### config.mk
export PLATFORM = sky130hd
export DESIGN_NAME = ccc_core
export DESIGN_NICKNAME = d
export VERILOG_FILES = /design/src/ccc_pkg.sv /design/src/ccc_core.sv /design/src/ccc_stack.sv /design/src/ccc_file_regs.sv
export SDC_FILE = /design/constraint.sdc
export NUM_CORES = 2
export LEC_CHECK = 0
export BUFFER_PORTS_ARGS = -buffer_cell sky130_fd_sc_hd__buf_2
export CAP_MARGIN = 20
export CELL_PAD_IN_SITES_DETAIL_PLACEMENT = 1
export CELL_PAD_IN_SITES_GLOBAL_PLACEMENT = 2
export CORE_MARGIN = 3
export CORE_UTILIZATION = 25
export DETAILED_ROUTE_END_ITERATION = 12
export PLACE_DENSITY = 0.51
export SYNTH_ARGS = -nofsm -noshare
export SYNTH_HDL_FRONTEND = slang
export SYNTH_SLANG_ARGS = --single-unit
### constraint.sdc
create_clock -name pclk -period 14.4 [get_ports pclk]
set_input_delay 0.72 -clock pclk [delete_from_list [all_inputs] [get_ports pclk]]
set_output_delay 0.72 -clock pclk [all_outputs]
set_load 0.02 [all_outputs]
### src/ccc_pkg.sv
// constants and types shared by the call, clear and complement core ops
package ccc_pkg;
	// widths
	localparam int PC_W        = 15;
	localparam int ACC_W       = 8;
	localparam int LATCH_W     = 7;
	localparam int FILE_AW     = 7;
	localparam int FILE_DEPTH  = 128;
	localparam int STACK_AW    = 4;
	localparam int STACK_DEPTH = 16;
	localparam int WDT_W       = 8;
	localparam int K_W         = 11;
	localparam int OP_W        = 3;
	// register byte offsets
	localparam logic [7:0] OFF_CMD    = 8'h00;
	localparam logic [7:0] OFF_ACC    = 8'h04;
	localparam logic [7:0] OFF_LATCH  = 8'h08;
	localparam logic [7:0] OFF_PC     = 8'h0C;
	localparam logic [7:0] OFF_STATUS = 8'h10;
	localparam logic [7:0] OFF_STACK  = 8'h14;
	localparam logic [7:0] OFF_FADDR  = 8'h18;
	localparam logic [7:0] OFF_FDATA  = 8'h1C;
	localparam logic [7:0] OFF_WDT    = 8'h20;
	// command word fields
	localparam int CMD_OP_LSB  = 0;
	localparam int CMD_DEST    = 3;
	localparam int CMD_K_LSB   = 4;
	// status bit positions
	localparam int ST_ZERO     = 0;
	localparam int ST_PD       = 1;
	localparam int ST_TO       = 2;
	// jump latch slice used for the upper pc bits
	localparam int LATCH_DIR_HI = 6;
	localparam int LATCH_DIR_LO = 3;
	// reset values and other constants
	localparam logic [PC_W-1:0]    RST_PC    = 15'h0000;
	localparam logic [ACC_W-1:0]   RST_ACC   = 8'h00;
	localparam logic [LATCH_W-1:0] RST_LATCH = 7'h00;
	localparam logic [WDT_W-1:0]   WDT_ZERO  = 8'h00;
	localparam logic [ACC_W-1:0]   ACC_ZERO  = 8'h00;
	localparam logic [ACC_W-1:0]   ACC_ONE   = 8'h01;
	localparam logic [WDT_W-1:0]   WDT_MAX   = 8'hFF;

	typedef enum logic [OP_W-1:0] {
		OP_NONE           = 3'h0,
		OP_DIRECT_CALL    = 3'h1,
		OP_INDIRECT_CALL  = 3'h2,
		OP_WATCHDOG_KICK  = 3'h3,
		OP_INVERT_FILE    = 3'h4,
		OP_ZERO_FILE      = 3'h5,
		OP_DECREMENT_FILE = 3'h6,
		OP_ZERO_ACC       = 3'h7
	} ccc_op_t;

	typedef enum logic [2:0] {
		ST_IDLE  = 3'h1,
		ST_EXEC  = 3'h2,
		ST_CALL2 = 3'h4
	} ccc_state_t;

	typedef struct packed {
		ccc_op_t        op;
		logic           dest;
		logic [K_W-1:0] operand;
	} ccc_instr_t;

	typedef struct packed {
		logic timeout_flag;
		logic power_down_flag;
		logic zero;
	} ccc_flags_t;
endpackage

### src/ccc_core.sv
// instruction executor for call, clear, complement and decrement ops
//
// Operation
// - direct call pushes pc plus one first
// - direct call loads 11-bit operand into pc[10:0]
// - direct call fills pc[14:11] from latch[6:3]
// - direct call takes two cycles, flags untouched
// - indirect call loads accumulator and latch[6:0]
// - indirect call pushes, two cycles, flags untouched
// - watchdog kick clears counter and prescaler
// - watchdog kick sets timeout and power-down flags
// - invert file, destination bit picks target
// - zero file clears register, sets zero flag
// - decrement file, destination bit picks target
// - zero accumulator clears it, sets zero flag
//
// Added by the designer: register access over APB and the register offsets.
`timescale 1ns/100ps
module ccc_core (
	// clock, reset, enable
	input  wire logic                        pclk,
	input  wire logic                        presetn,
	input  wire logic                        ce,
	// apb slave
	input  wire logic                        psel,
	input  wire logic                        penable,
	input  wire logic                        pwrite,
	input  wire logic [7:0]                  paddr,
	input  wire logic [31:0]                 pwdata,
	output logic      [31:0]                 prdata,
	output logic                             pready,
	output logic                             pslverr,
	// core state
	output logic                             busy,
	output logic      [ccc_pkg::PC_W-1:0]    pc,
	output ccc_pkg::ccc_flags_t              flags
);
	import ccc_pkg::*;

	ccc_state_t         state_reg;
	ccc_instr_t         instr_reg;
	logic [PC_W-1:0]    pc_reg;
	logic [ACC_W-1:0]   acc_reg;
	logic [LATCH_W-1:0] latch_reg;
	logic [FILE_AW-1:0] faddr_reg;
	ccc_flags_t         flags_reg;
	logic [WDT_W-1:0]   wdt_cnt_reg;
	logic [WDT_W-1:0]   wdt_pre_reg;
	logic               rd_done_reg;
	logic [31:0]        prdata_reg;

	logic               idle;
	logic               access;
	logic               wr_take;
	logic               rd_cap;
	logic               exec;
	logic [FILE_AW-1:0] op_faddr;
	logic [ACC_W-1:0]   op_fdata;
	logic [ACC_W-1:0]   sw_fdata;
	logic [ACC_W-1:0]   alu_res;
	logic               file_we;
	logic [FILE_AW-1:0] file_waddr;
	logic [ACC_W-1:0]   file_wdata;
	logic               push;
	logic [PC_W-1:0]    stack_top;
	logic [STACK_AW-1:0] depth;
	logic [31:0]        rd_mux;
	logic               wdt_wrap;

	// register select on word address
	function automatic logic hit(input logic [7:0] a,
		input logic [7:0] off);
		hit = (a[7:2] == off[7:2]);
	endfunction

	// true for any mapped word
	function automatic logic mapped(input logic [7:0] a);
		mapped = hit(a, OFF_CMD) | hit(a, OFF_ACC) |
			hit(a, OFF_LATCH) | hit(a, OFF_PC) |
			hit(a, OFF_STATUS) | hit(a, OFF_STACK) |
			hit(a, OFF_FADDR) | hit(a, OFF_FDATA) |
			hit(a, OFF_WDT);
	endfunction

	// zero test of an 8-bit result
	function automatic logic is_zero(input logic [ACC_W-1:0] v);
		is_zero = (v == ACC_ZERO);
	endfunction

	// bus handshake terms
	assign idle    = (state_reg == ST_IDLE);
	assign access  = psel & penable;
	assign pready  = ce & idle & (pwrite | rd_done_reg);
	assign pslverr = access & pready & ~mapped(paddr);
	assign wr_take = access & pwrite & pready;
	assign rd_cap  = ce & access & ~pwrite & idle & ~rd_done_reg;
	assign prdata  = prdata_reg;

	// status outputs
	assign busy  = ~idle;
	assign pc    = pc_reg;
	assign flags = flags_reg;

	// one execution cycle of the latched instruction
	assign exec     = ce & (state_reg == ST_EXEC);
	assign op_faddr = instr_reg.operand[FILE_AW-1:0];

	// invert or decrement of the addressed file register
	always_comb begin
		alu_res = ACC_ZERO;
		if (instr_reg.op == OP_INVERT_FILE) begin
			alu_res = ~op_fdata;
		end else if (instr_reg.op == OP_DECREMENT_FILE) begin
			alu_res = op_fdata - ACC_ONE;
		end
	end

	// file write: instruction result or software data
	always_comb begin
		file_we    = 1'b0;
		file_waddr = faddr_reg;
		file_wdata = pwdata[ACC_W-1:0];
		if (exec) begin
			file_waddr = op_faddr;
			case (instr_reg.op)
				// zero file clears the target
				// clear file register
				OP_ZERO_FILE: begin
					file_we    = 1'b1;
					file_wdata = ACC_ZERO;
				end
				OP_INVERT_FILE: begin
					file_we    = instr_reg.dest;
					file_wdata = alu_res;
				end
				OP_DECREMENT_FILE: begin
					file_we    = instr_reg.dest;
					file_wdata = alu_res;
				end
				default: begin
					file_we = 1'b0;
				end
			endcase
		end else if (wr_take && hit(paddr, OFF_FDATA)) begin
			file_we = 1'b1;
		end
	end

	ccc_file_regs u_file (
		.pclk    (pclk),
		.ce      (ce),
		.we      (file_we),
		.waddr   (file_waddr),
		.wdata   (file_wdata),
		.raddr_a (op_faddr),
		.rdata_a (op_fdata),
		.raddr_b (faddr_reg),
		.rdata_b (sw_fdata)
	);

	assign push = exec & ((instr_reg.op == OP_DIRECT_CALL) |
		(instr_reg.op == OP_INDIRECT_CALL));

	ccc_stack u_stack (
		.pclk      (pclk),
		.presetn   (presetn),
		.ce        (ce),
		.push      (push),
		.push_data (pc_reg + 1'b1),
		.stack_top (stack_top),
		.depth     (depth)
	);

	// sequencer: command write starts, calls take a second cycle
	// two-cycle call sequence
	always_ff @(posedge pclk or negedge presetn) begin
		if (!presetn) begin
			state_reg <= ST_IDLE;
			instr_reg <= '0;
		end else if (ce) begin
			case (state_reg)
				ST_IDLE: begin
					if (wr_take && hit(paddr, OFF_CMD) &&
						pwdata[CMD_OP_LSB +: OP_W] != OP_NONE) begin
						instr_reg.op <=
							ccc_op_t'(pwdata[CMD_OP_LSB +: OP_W]);
						instr_reg.dest    <= pwdata[CMD_DEST];
						instr_reg.operand <= pwdata[CMD_K_LSB +: K_W];
						state_reg <= ST_EXEC;
					end
				end
				ST_EXEC: begin
					if (push) begin
						state_reg <= ST_CALL2;
					end else begin
						state_reg <= ST_IDLE;
					end
				end
				ST_CALL2: begin
					state_reg <= ST_IDLE;
				end
				default: begin
					state_reg <= ST_IDLE;
				end
			endcase
		end
	end

	// program counter: loaded in the second call cycle
	always_ff @(posedge pclk or negedge presetn) begin
		if (!presetn) begin
			pc_reg <= RST_PC;
		end else if (ce && state_reg == ST_CALL2) begin
			if (instr_reg.op == OP_DIRECT_CALL) begin
				pc_reg[K_W-1:0] <= instr_reg.operand;
				pc_reg[PC_W-1:K_W] <=
					latch_reg[LATCH_DIR_HI:LATCH_DIR_LO];
			end else begin
				pc_reg <= {latch_reg, acc_reg};
			end
		end else if (wr_take && hit(paddr, OFF_PC)) begin
			pc_reg <= pwdata[PC_W-1:0];
		end
	end

	// accumulator: instruction targets or software write
	always_ff @(posedge pclk or negedge presetn) begin
		if (!presetn) begin
			acc_reg <= RST_ACC;
		end else if (exec) begin
			if (instr_reg.op == OP_ZERO_ACC) begin
				acc_reg <= ACC_ZERO;
			end else if (!instr_reg.dest &&
				(instr_reg.op == OP_INVERT_FILE ||
				instr_reg.op == OP_DECREMENT_FILE)) begin
				acc_reg <= alu_res;
			end
		end else if (wr_take && hit(paddr, OFF_ACC)) begin
			acc_reg <= pwdata[ACC_W-1:0];
		end
	end

	// jump latch and file address, software only
	always_ff @(posedge pclk or negedge presetn) begin
		if (!presetn) begin
			latch_reg <= RST_LATCH;
			faddr_reg <= '0;
		end else if (wr_take) begin
			if (hit(paddr, OFF_LATCH)) begin
				latch_reg <= pwdata[LATCH_W-1:0];
			end else if (hit(paddr, OFF_FADDR)) begin
				faddr_reg <= pwdata[FILE_AW-1:0];
			end
		end
	end

	// watchdog prescaler and counter, wrap of both is a timeout
	assign wdt_wrap = (wdt_pre_reg == WDT_MAX) &
		(wdt_cnt_reg == WDT_MAX);

	always_ff @(posedge pclk or negedge presetn) begin
		if (!presetn) begin
			wdt_pre_reg <= WDT_ZERO;
			wdt_cnt_reg <= WDT_ZERO;
		end else if (exec && instr_reg.op == OP_WATCHDOG_KICK) begin
			wdt_pre_reg <= WDT_ZERO;
			wdt_cnt_reg <= WDT_ZERO;
		end else if (ce) begin
			wdt_pre_reg <= wdt_pre_reg + 1'b1;
			if (wdt_pre_reg == WDT_MAX) begin
				wdt_cnt_reg <= wdt_cnt_reg + 1'b1;
			end
		end
	end

	// status flags; calls and watchdog kick leave zero alone
	always_ff @(posedge pclk or negedge presetn) begin
		if (!presetn) begin
			flags_reg.timeout_flag    <= 1'b1;
			flags_reg.power_down_flag <= 1'b1;
			flags_reg.zero            <= 1'b0;
		end else if (exec) begin
			case (instr_reg.op)
				OP_WATCHDOG_KICK: begin
					flags_reg.timeout_flag    <= 1'b1;
					flags_reg.power_down_flag <= 1'b1;
				end
				OP_ZERO_FILE: begin
					flags_reg.zero <= 1'b1;
				end
				OP_ZERO_ACC: begin
					flags_reg.zero <= 1'b1;
				end
				OP_INVERT_FILE, OP_DECREMENT_FILE: begin
					flags_reg.zero <= is_zero(alu_res);
				end
				default: begin
					flags_reg.zero <= flags_reg.zero;
				end
			endcase
			if (wdt_wrap && instr_reg.op != OP_WATCHDOG_KICK) begin
				flags_reg.timeout_flag <= 1'b0;
			end
		end else if (wr_take && hit(paddr, OFF_STATUS)) begin
			flags_reg.zero            <= pwdata[ST_ZERO];
			flags_reg.power_down_flag <= pwdata[ST_PD];
			flags_reg.timeout_flag    <= pwdata[ST_TO] & ~wdt_wrap; // wrap wins
		end else if (ce && wdt_wrap) begin
			flags_reg.timeout_flag <= 1'b0; // watchdog ran out
		end
	end

	// read data selection
	always_comb begin
		rd_mux = 32'h0000_0000;
		if (hit(paddr, OFF_CMD)) begin
			rd_mux = 32'(instr_reg);
		end else if (hit(paddr, OFF_ACC)) begin
			rd_mux = 32'(acc_reg);
		end else if (hit(paddr, OFF_LATCH)) begin
			rd_mux = 32'(latch_reg);
		end else if (hit(paddr, OFF_PC)) begin
			rd_mux = 32'(pc_reg);
		end else if (hit(paddr, OFF_STATUS)) begin
			rd_mux[ST_ZERO] = flags_reg.zero;
			rd_mux[ST_PD]   = flags_reg.power_down_flag;
			rd_mux[ST_TO]   = flags_reg.timeout_flag;
		end else if (hit(paddr, OFF_STACK)) begin
			rd_mux = {12'h000, depth, 1'b0, stack_top};
		end else if (hit(paddr, OFF_FADDR)) begin
			rd_mux = 32'(faddr_reg);
		end else if (hit(paddr, OFF_FDATA)) begin
			rd_mux = 32'(sw_fdata);
		end else if (hit(paddr, OFF_WDT)) begin
			rd_mux = {16'h0000, wdt_pre_reg, wdt_cnt_reg};
		end
	end

	// read answer is captured one cycle before pready
	always_ff @(posedge pclk or negedge presetn) begin
		if (!presetn) begin
			rd_done_reg <= 1'b0;
			prdata_reg  <= 32'h0000_0000;
		end else if (ce) begin
			if (rd_cap) begin
				rd_done_reg <= 1'b1;
				prdata_reg  <= rd_mux;
			end else begin
				rd_done_reg <= 1'b0;
			end
		end
	end
endmodule

### src/ccc_stack.sv
// hardware return stack, push only, wraps when full
`timescale 1ns/100ps
module ccc_stack (
	// clock and reset
	input  wire logic                         pclk,
	input  wire logic                         presetn,
	input  wire logic                         ce,
	// push port
	input  wire logic                         push,
	input  wire logic [ccc_pkg::PC_W-1:0]     push_data,
	// state
	output logic      [ccc_pkg::PC_W-1:0]     stack_top,
	output logic      [ccc_pkg::STACK_AW-1:0] depth
);
	import ccc_pkg::*;

	logic [PC_W-1:0]     mem [STACK_DEPTH];
	logic [STACK_AW-1:0] ptr_reg;

	// pointer names the next free slot
	always_ff @(posedge pclk or negedge presetn) begin
		if (!presetn) begin
			ptr_reg <= '0;
		end else if (ce && push) begin
			ptr_reg <= ptr_reg + 1'b1;
		end
	end

	// entries cleared at reset so the top reads defined
	always_ff @(posedge pclk or negedge presetn) begin
		if (!presetn) begin
			for (int i = 0; i < STACK_DEPTH; i++) begin
				mem[i] <= RST_PC;
			end
		end else if (ce && push) begin
			mem[ptr_reg] <= push_data;
		end
	end

	assign stack_top = mem[ptr_reg - 1'b1];
	assign depth     = ptr_reg;
endmodule

### src/ccc_file_regs.sv
// file register array with two read ports and one write port
`timescale 1ns/100ps
module ccc_file_regs (
	// clock
	input  wire logic                        pclk,
	input  wire logic                        ce,
	// write port
	input  wire logic                        we,
	input  wire logic [ccc_pkg::FILE_AW-1:0] waddr,
	input  wire logic [ccc_pkg::ACC_W-1:0]   wdata,
	// read ports
	input  wire logic [ccc_pkg::FILE_AW-1:0] raddr_a,
	output logic      [ccc_pkg::ACC_W-1:0]   rdata_a,
	input  wire logic [ccc_pkg::FILE_AW-1:0] raddr_b,
	output logic      [ccc_pkg::ACC_W-1:0]   rdata_b
);
	import ccc_pkg::*;

	logic [ACC_W-1:0] mem [FILE_DEPTH];

	// single write per cycle, frozen with ce
	always_ff @(posedge pclk) begin
		if (ce && we) begin
			mem[waddr] <= wdata;
		end
	end

	// asynchronous reads
	assign rdata_a = mem[raddr_a];
	assign rdata_b = mem[raddr_b];
endmodule

# Yosys cells after proc, flatten, opt, wreduce, memory -nomap -nowiden
# Memories as Yosys holds them, arrays and structs flattened.
# Index checks and enable logic that the tools add are counted.
# op_classes
muxes	49
mul	0
bitwise	34
div	0
eq_ne	26
n_shift	0
n_addsub	6
reduce_logical	37
order_cmp	3
# ops
op	count
bitwise mux 240 bit	1
2-to-1 mux 32 bit	7
2-to-1 mux 8 bit	12
2-to-1 mux 15 bit	5
binary-select mux 15 bit (select 4 bit)	1
demux 15 bit (select 4 bit)	1
2-to-1 mux 29 bit	1
== test 6 x 3 -> 1 bit, second input constant	4
adder 8 x 1 -> 8 bit, second input constant	2
== test 8 bit, second input constant	2
2-to-1 mux 16 bit	1
case mux 8 bit (2 select lines)	1
AND reduction 2 bit	8
adder 15 x 1 -> 15 bit, second input constant	1
AND 1 bit	15
== test 3 bit, second input constant	5
logical AND 1 bit	14
== test 6 x 2 -> 1 bit, second input constant	2
2-to-1 mux 3 bit	4
2-to-1 mux 11 bit	1
>= comparator 5 bit, second input constant	2
NOT 4 -> 5 bit	2
bitwise OR 1 bit	10
nonzero test 2 bit	5
other kinds (26)	48
# word_totals
in_bits	46
out_inout_bits	53
ff_bits	351
ramBits	1024
latch_bits	0
romBits	0
elab_cells	188
mem_count	1
# mem_list
memory	words	width	read_ports	rd_ports_with_merged_regs	write_ports	line_no	source
u_file.mem	128	8	2	0	1	ccc_file_regs.sv:19	logic [ACC_W-1:0] mem [FILE_DEPTH];

# Depth between registers and ports, before layout
# logic_depth
ltp_word	11
mapped_depth	17
depth_no_buf	12

# Modules after synthesis
# From an unflattened synthesis, not the netlist that was laid out.
# hier_totals
hier_cells	3437
hier_area_um2	64805.9
# by_module_without_submodules
mod	area_each_um2	cells_each	n_inst	seq_area_each_um2
ccc_file_regs	47518.1	2045	1	30749.5
ccc_stack	11284.6	714	1	6105.9
ccc_core	6003.3	678	1	2381.0

# Worst setup path after synthesis
# No wires, ideal clock.
# synth_path
kind	register to register
start	register instr_reg[0] (netlist name)
end	memory u_file.mem[0][1], data pin
synth_period_minus_slack_ps	8852
n_path_buf	4
arrival_ps	7654
required_time_ps	13202
setup_slack_ps	5548
path_stages_with_launch	15
setup_ps	1198
path_cell_list	dfrtp_1 > buf_6 > buf_6 > buf_4 > buf_4 > mux2_1 > o22ai_1 > nor3_1 > nor4_1 > nor3_1 > nor3_4 > ha_1 > nor2_1 > o21ai_0 > o21ai_0
# synth_via
elab_chain_len	6
word_cells_on_any_way	7
cone_classes	add/sub: 1; mux: 4; bitwise: 1; memory: 1
# synth_lines
item	line_no	source
start, declared	ccc_core.sv:41	ccc_instr_t instr_reg;
memory read (128 x 8 bit) (*)	--	
subtractor 8 x 1 -> 8 bit	ccc_core.sv:114	alu_res = op_fdata - ACC_ONE;
2-to-1 mux 8 bit	ccc_core.sv:113	end else if (instr_reg.op == OP_DECREMENT_FILE) begin
2-to-1 mux 8 bit (*)	ccc_core.sv:111	if (instr_reg.op == OP_INVERT_FILE) begin
case mux 8 bit (2 select lines) (*)	ccc_core.sv:125	case (instr_reg.op)
2-to-1 mux 8 bit (*)	ccc_core.sv:123	if (exec) begin
via file_wdata[1]	ccc_core.sv:63	logic [ACC_W-1:0] file_wdata;
end, declared	ccc_file_regs.sv:19	
# The timed path passes the listed nets; every way through them passes the cells marked *.

# Worst setup path after layout
# layout_path
start	register instr_reg[0] (netlist name)
end	memory u_file.mem[60][3], data pin
# Same word-level chain as after synthesis.

==> out/results.ini <==
[run_status]
status=completed

[power_and_ir_drop]
power_frac_seq=0.478
ir_drop_mv=0.0950
p_per_area_mw_per_mm2=120
p_int_mw=6.84
switching_share=0.240
switching_power_mw=2.16
comb_power_share=0.056
clkPwrFrac=0.466
p_leak_nw=24.2
finalPower_mw=9.00

[routing]
routed_wl_um=236000
drt-pass1-iter-count=5
via_per_inst=5.10
drc_errors=0
ant_nets=0
via_count=39300
drt_iter0_markers=3406
wl_per_cell_um=30.6

[floorplanning]
coreArea_mm2=0.255
pin_count=99
dieArea_mm2=0.264
core.rowCount=185
fp.dieW_um=513
initial_core_util=0.252
die_height_um=513

[sta]
fin_skew_ns=0.0690
fin_tns_setup_ns=0
clock.fmax_ghz=0.134
tightest_slew_ns=1.23
setup_violations=0
drv_slew=0
fin_ws_ns=6.96
finalHoldViolCount=0
finalCritPeriodShare=0.516
rsz0062_at_grt=no
period_needed_ns=7.44
slew_headroom=0.170

[setup_path]
critPathArrivalTime_ns=7.92
path_delay_family=buffers and inverters
path_cells=buf_12, buf_4, mux2i_1, a22oi_1, and3_1, a31oi_1, mux4_2, mux2_2, a31oi_1, mux2i_1, o21ai_4, buf_4, buf_4
crit_slowest_cell=dfrtp_4
critPathMaxStageDelay_ns=0.99
start_kind=register
critPathCaptureType=register
cp_common_cell=buf_4
worstSetupPathType=reg -> reg
crit_fanout=81
cp.required_ns=14.88
worst-path-buf-inv=4

[cts]
cts_tree=built
clockBufferDepth=3
numCtsBuffers=163
clkSinkCount=1363
cts_resized=0
worstSkewPairLatency_ns=0.84
postCtsSetupRepairBufs=0
cts_root_buf=clkbuf_16
path_clk_slew_ns=0.06
htree_levels=4
cts-hold-fix-buffers=1

[yosys]
yosys_register_bits=1363
synth_cells=4085
synthDistinctLibCells=75
synth-edff-count=1024
yosys_warnings=0
synthArstFlopShare=0.249
synthFlopType=edfxtp_1
synthesis.area_mm2=0.0644
avgSynthCellArea_um2=15.8
yosysSeqAreaShare=0.610

[global_routing]
grt.total_usage=0.177
grt_start_max_net_pins=97
antenna_found_initial=19
grt_pass1_wl_um=333000
first_global_vias=41300
grt_overflow=0

[placed_design]
dp_slack_ns=6.96
gp_congestion=0.781
hpwl_um=151000
port_buffers=67

[run]
drv_cap=0

[cells_and_area]
nets=4264
largest_reg_flops=1024
area_growth_pct=16.2
drive_gt1_frac=0.276

[hold_path]
hp-class=in -> reg

==> metal layers <==
layer / wire length, um / track usage
met3: 11900 / 0.0282
met2: 107000 / 0.273
met5: 11 / 0
met4: 4920 / 0.0417
met1: 112000 / 0.260
==> power by group through the flow <==
stage	Combinational (mW)	Sequential [mW]	Clock [mW]
finish	0.503	4.30	4.20
global route	0.536	4.31	4.49
detailed placement	0.507	4.38	0
floorplan	0.274	4.38	0
CTS	0.508	4.30	4.33
global placement	0.503	4.38	0
==> metrics by stage <==
stage                      util  instance area (um^2)  hold WS, ns  cells
after global placement    0.271                 69100        0.458   7389
after CTS                 0.293                 74700       0.0392   7697
after global routing      0.293                 74800       0.0873   7705
final                     0.293                 74800        0.123   7706
after detailed placement  0.272                 69300        0.469   7402
after floorplan               -                 64400        0.424   4096
==> final timing paths <==
kind / start / endpoint / slack [ns] / depth (start not counted)
min reg2reg: prdata[18]$_DFFE_PN0P_ / prdata[18]$_DFFE_PN0P_ / 0.48 / 2
max in group asynchronous: presetn / faddr_reg[3]$_DFFE_PN0P_ / 11.65 / 4
min in group asynchronous: presetn / u_stack.mem[29]$_DFFE_PN0P_ / 0.50 / 2
max: instr_reg[0]$_DFFE_PN0P_ / u_file.mem[60][3]$_DFFE_PP_ / 6.96 / 13
max reg2reg: instr_reg[0]$_DFFE_PN0P_ / u_file.mem[60][3]$_DFFE_PP_ / 6.96 / 13
min: pwdata[14] / instr_reg[10]$_DFFE_PN0P_ / 0.12 / 3
==> logic make-up (layout without fill, tap and decap cells) <==
| family | Yosys count | after routing | share of synthesized area |
|---|---|---|---|
| AOI/OAI and AO/OA | 659 | 659 | 0.0613 |
| adders and majority gates | 9 | 9 | 0.00175 |
| xor gates and xnor gates | 26 | 26 | 0.00354 |
| and+or+nand+nor | 808 | 808 | 0.0527 |
| DFF | 1363 | 1363 | 0.610 |
| other | 1 | 14 | 0.0000583 |
| muxes | 866 | 866 | 0.246 |
| buffers and inverters | 353 | 595 | 0.0255 |
==> synth_stat cells (7+ instances only) <==
cell type  number  area [um^2]
buf_6          14          158
and2_1          9         56.3
mux2i_1       233         2330
inv_1          15         56.3
mux2_1         15          169
nand3_1        32          160
and3_1         32          200
nand4_1        11         68.8
buf_4          40          300
nor2b_1         8         50.1
mux2_2         55          619
o211ai_1       16          120
a21oi_1       239         1200
o31ai_1         7         52.6
o221ai_1       18          158
a22oi_1        95          713
nand2b_1        8         50.1
clkbuf_1      196          736
o22a_1          7         61.3
nor2_1        369         1390
buf_2          42          210
mux4_2        563        12700
o21ai_0       163          816
xor2_1         13          114
a31oi_1        29          181
o22ai_1        37          231
nand2_1       286         1070
dfrtp_1       336         8410
xnor2_1        13          114
buf_1          42          158
nor3_1         22          110
edfxtp_1     1024        30700
ha_1            9          113
==> placed cells by master (no fill, tap or decap), drive strengths merged, types with 9 or more instances in the layout <==
| cell type | netlist | routed |
|---|---|---|
| xor2 | 13 | 13 |
| xnor2 | 13 | 13 |
| buf | 139 | 282 |
| clkbuf | 196 | 196 |
| mux4 | 563 | 563 |
| clkinv | 1 | 78 |
| conb | 1 | 12 |
| ha | 9 | 9 |
| nand4 | 11 | 11 |
| and2 | 11 | 11 |
| dfrtp | 336 | 336 |
| a21oi | 239 | 239 |
| nand3 | 32 | 32 |
| o21ai | 169 | 169 |
| inv | 17 | 19 |
| bufinv | 0 | 15 |
| and3 | 32 | 32 |
| a31oi | 29 | 29 |
| o221ai | 18 | 18 |
| a22oi | 95 | 95 |
| nor2 | 369 | 369 |
| edfxtp | 1024 | 1024 |
| o22ai | 37 | 37 |
| o211ai | 16 | 16 |
| mux2i | 233 | 233 |
| mux2 | 70 | 70 |
| nor3 | 23 | 23 |
| nand2 | 286 | 286 |
==> tightest hold or removal path: cells and delay by family <==
family | cells | cell delay, ns
simple gates | 2 | 0.10
buf+inv | 1 | 0.10
==> cell type report <==
class                      instances  area (um^2)
multi-input combinational       2380        23700
clock buffer                     196         4330
tap                             3366         4210
clock inverter                    98         1080
sequential                      1363        39300
fill                           26600       180000
antenna                            2         5.00
inverter                          18         68.8
timing repair buffer             283         2110
Note: power is estimated with default switching activity, not from simulation.
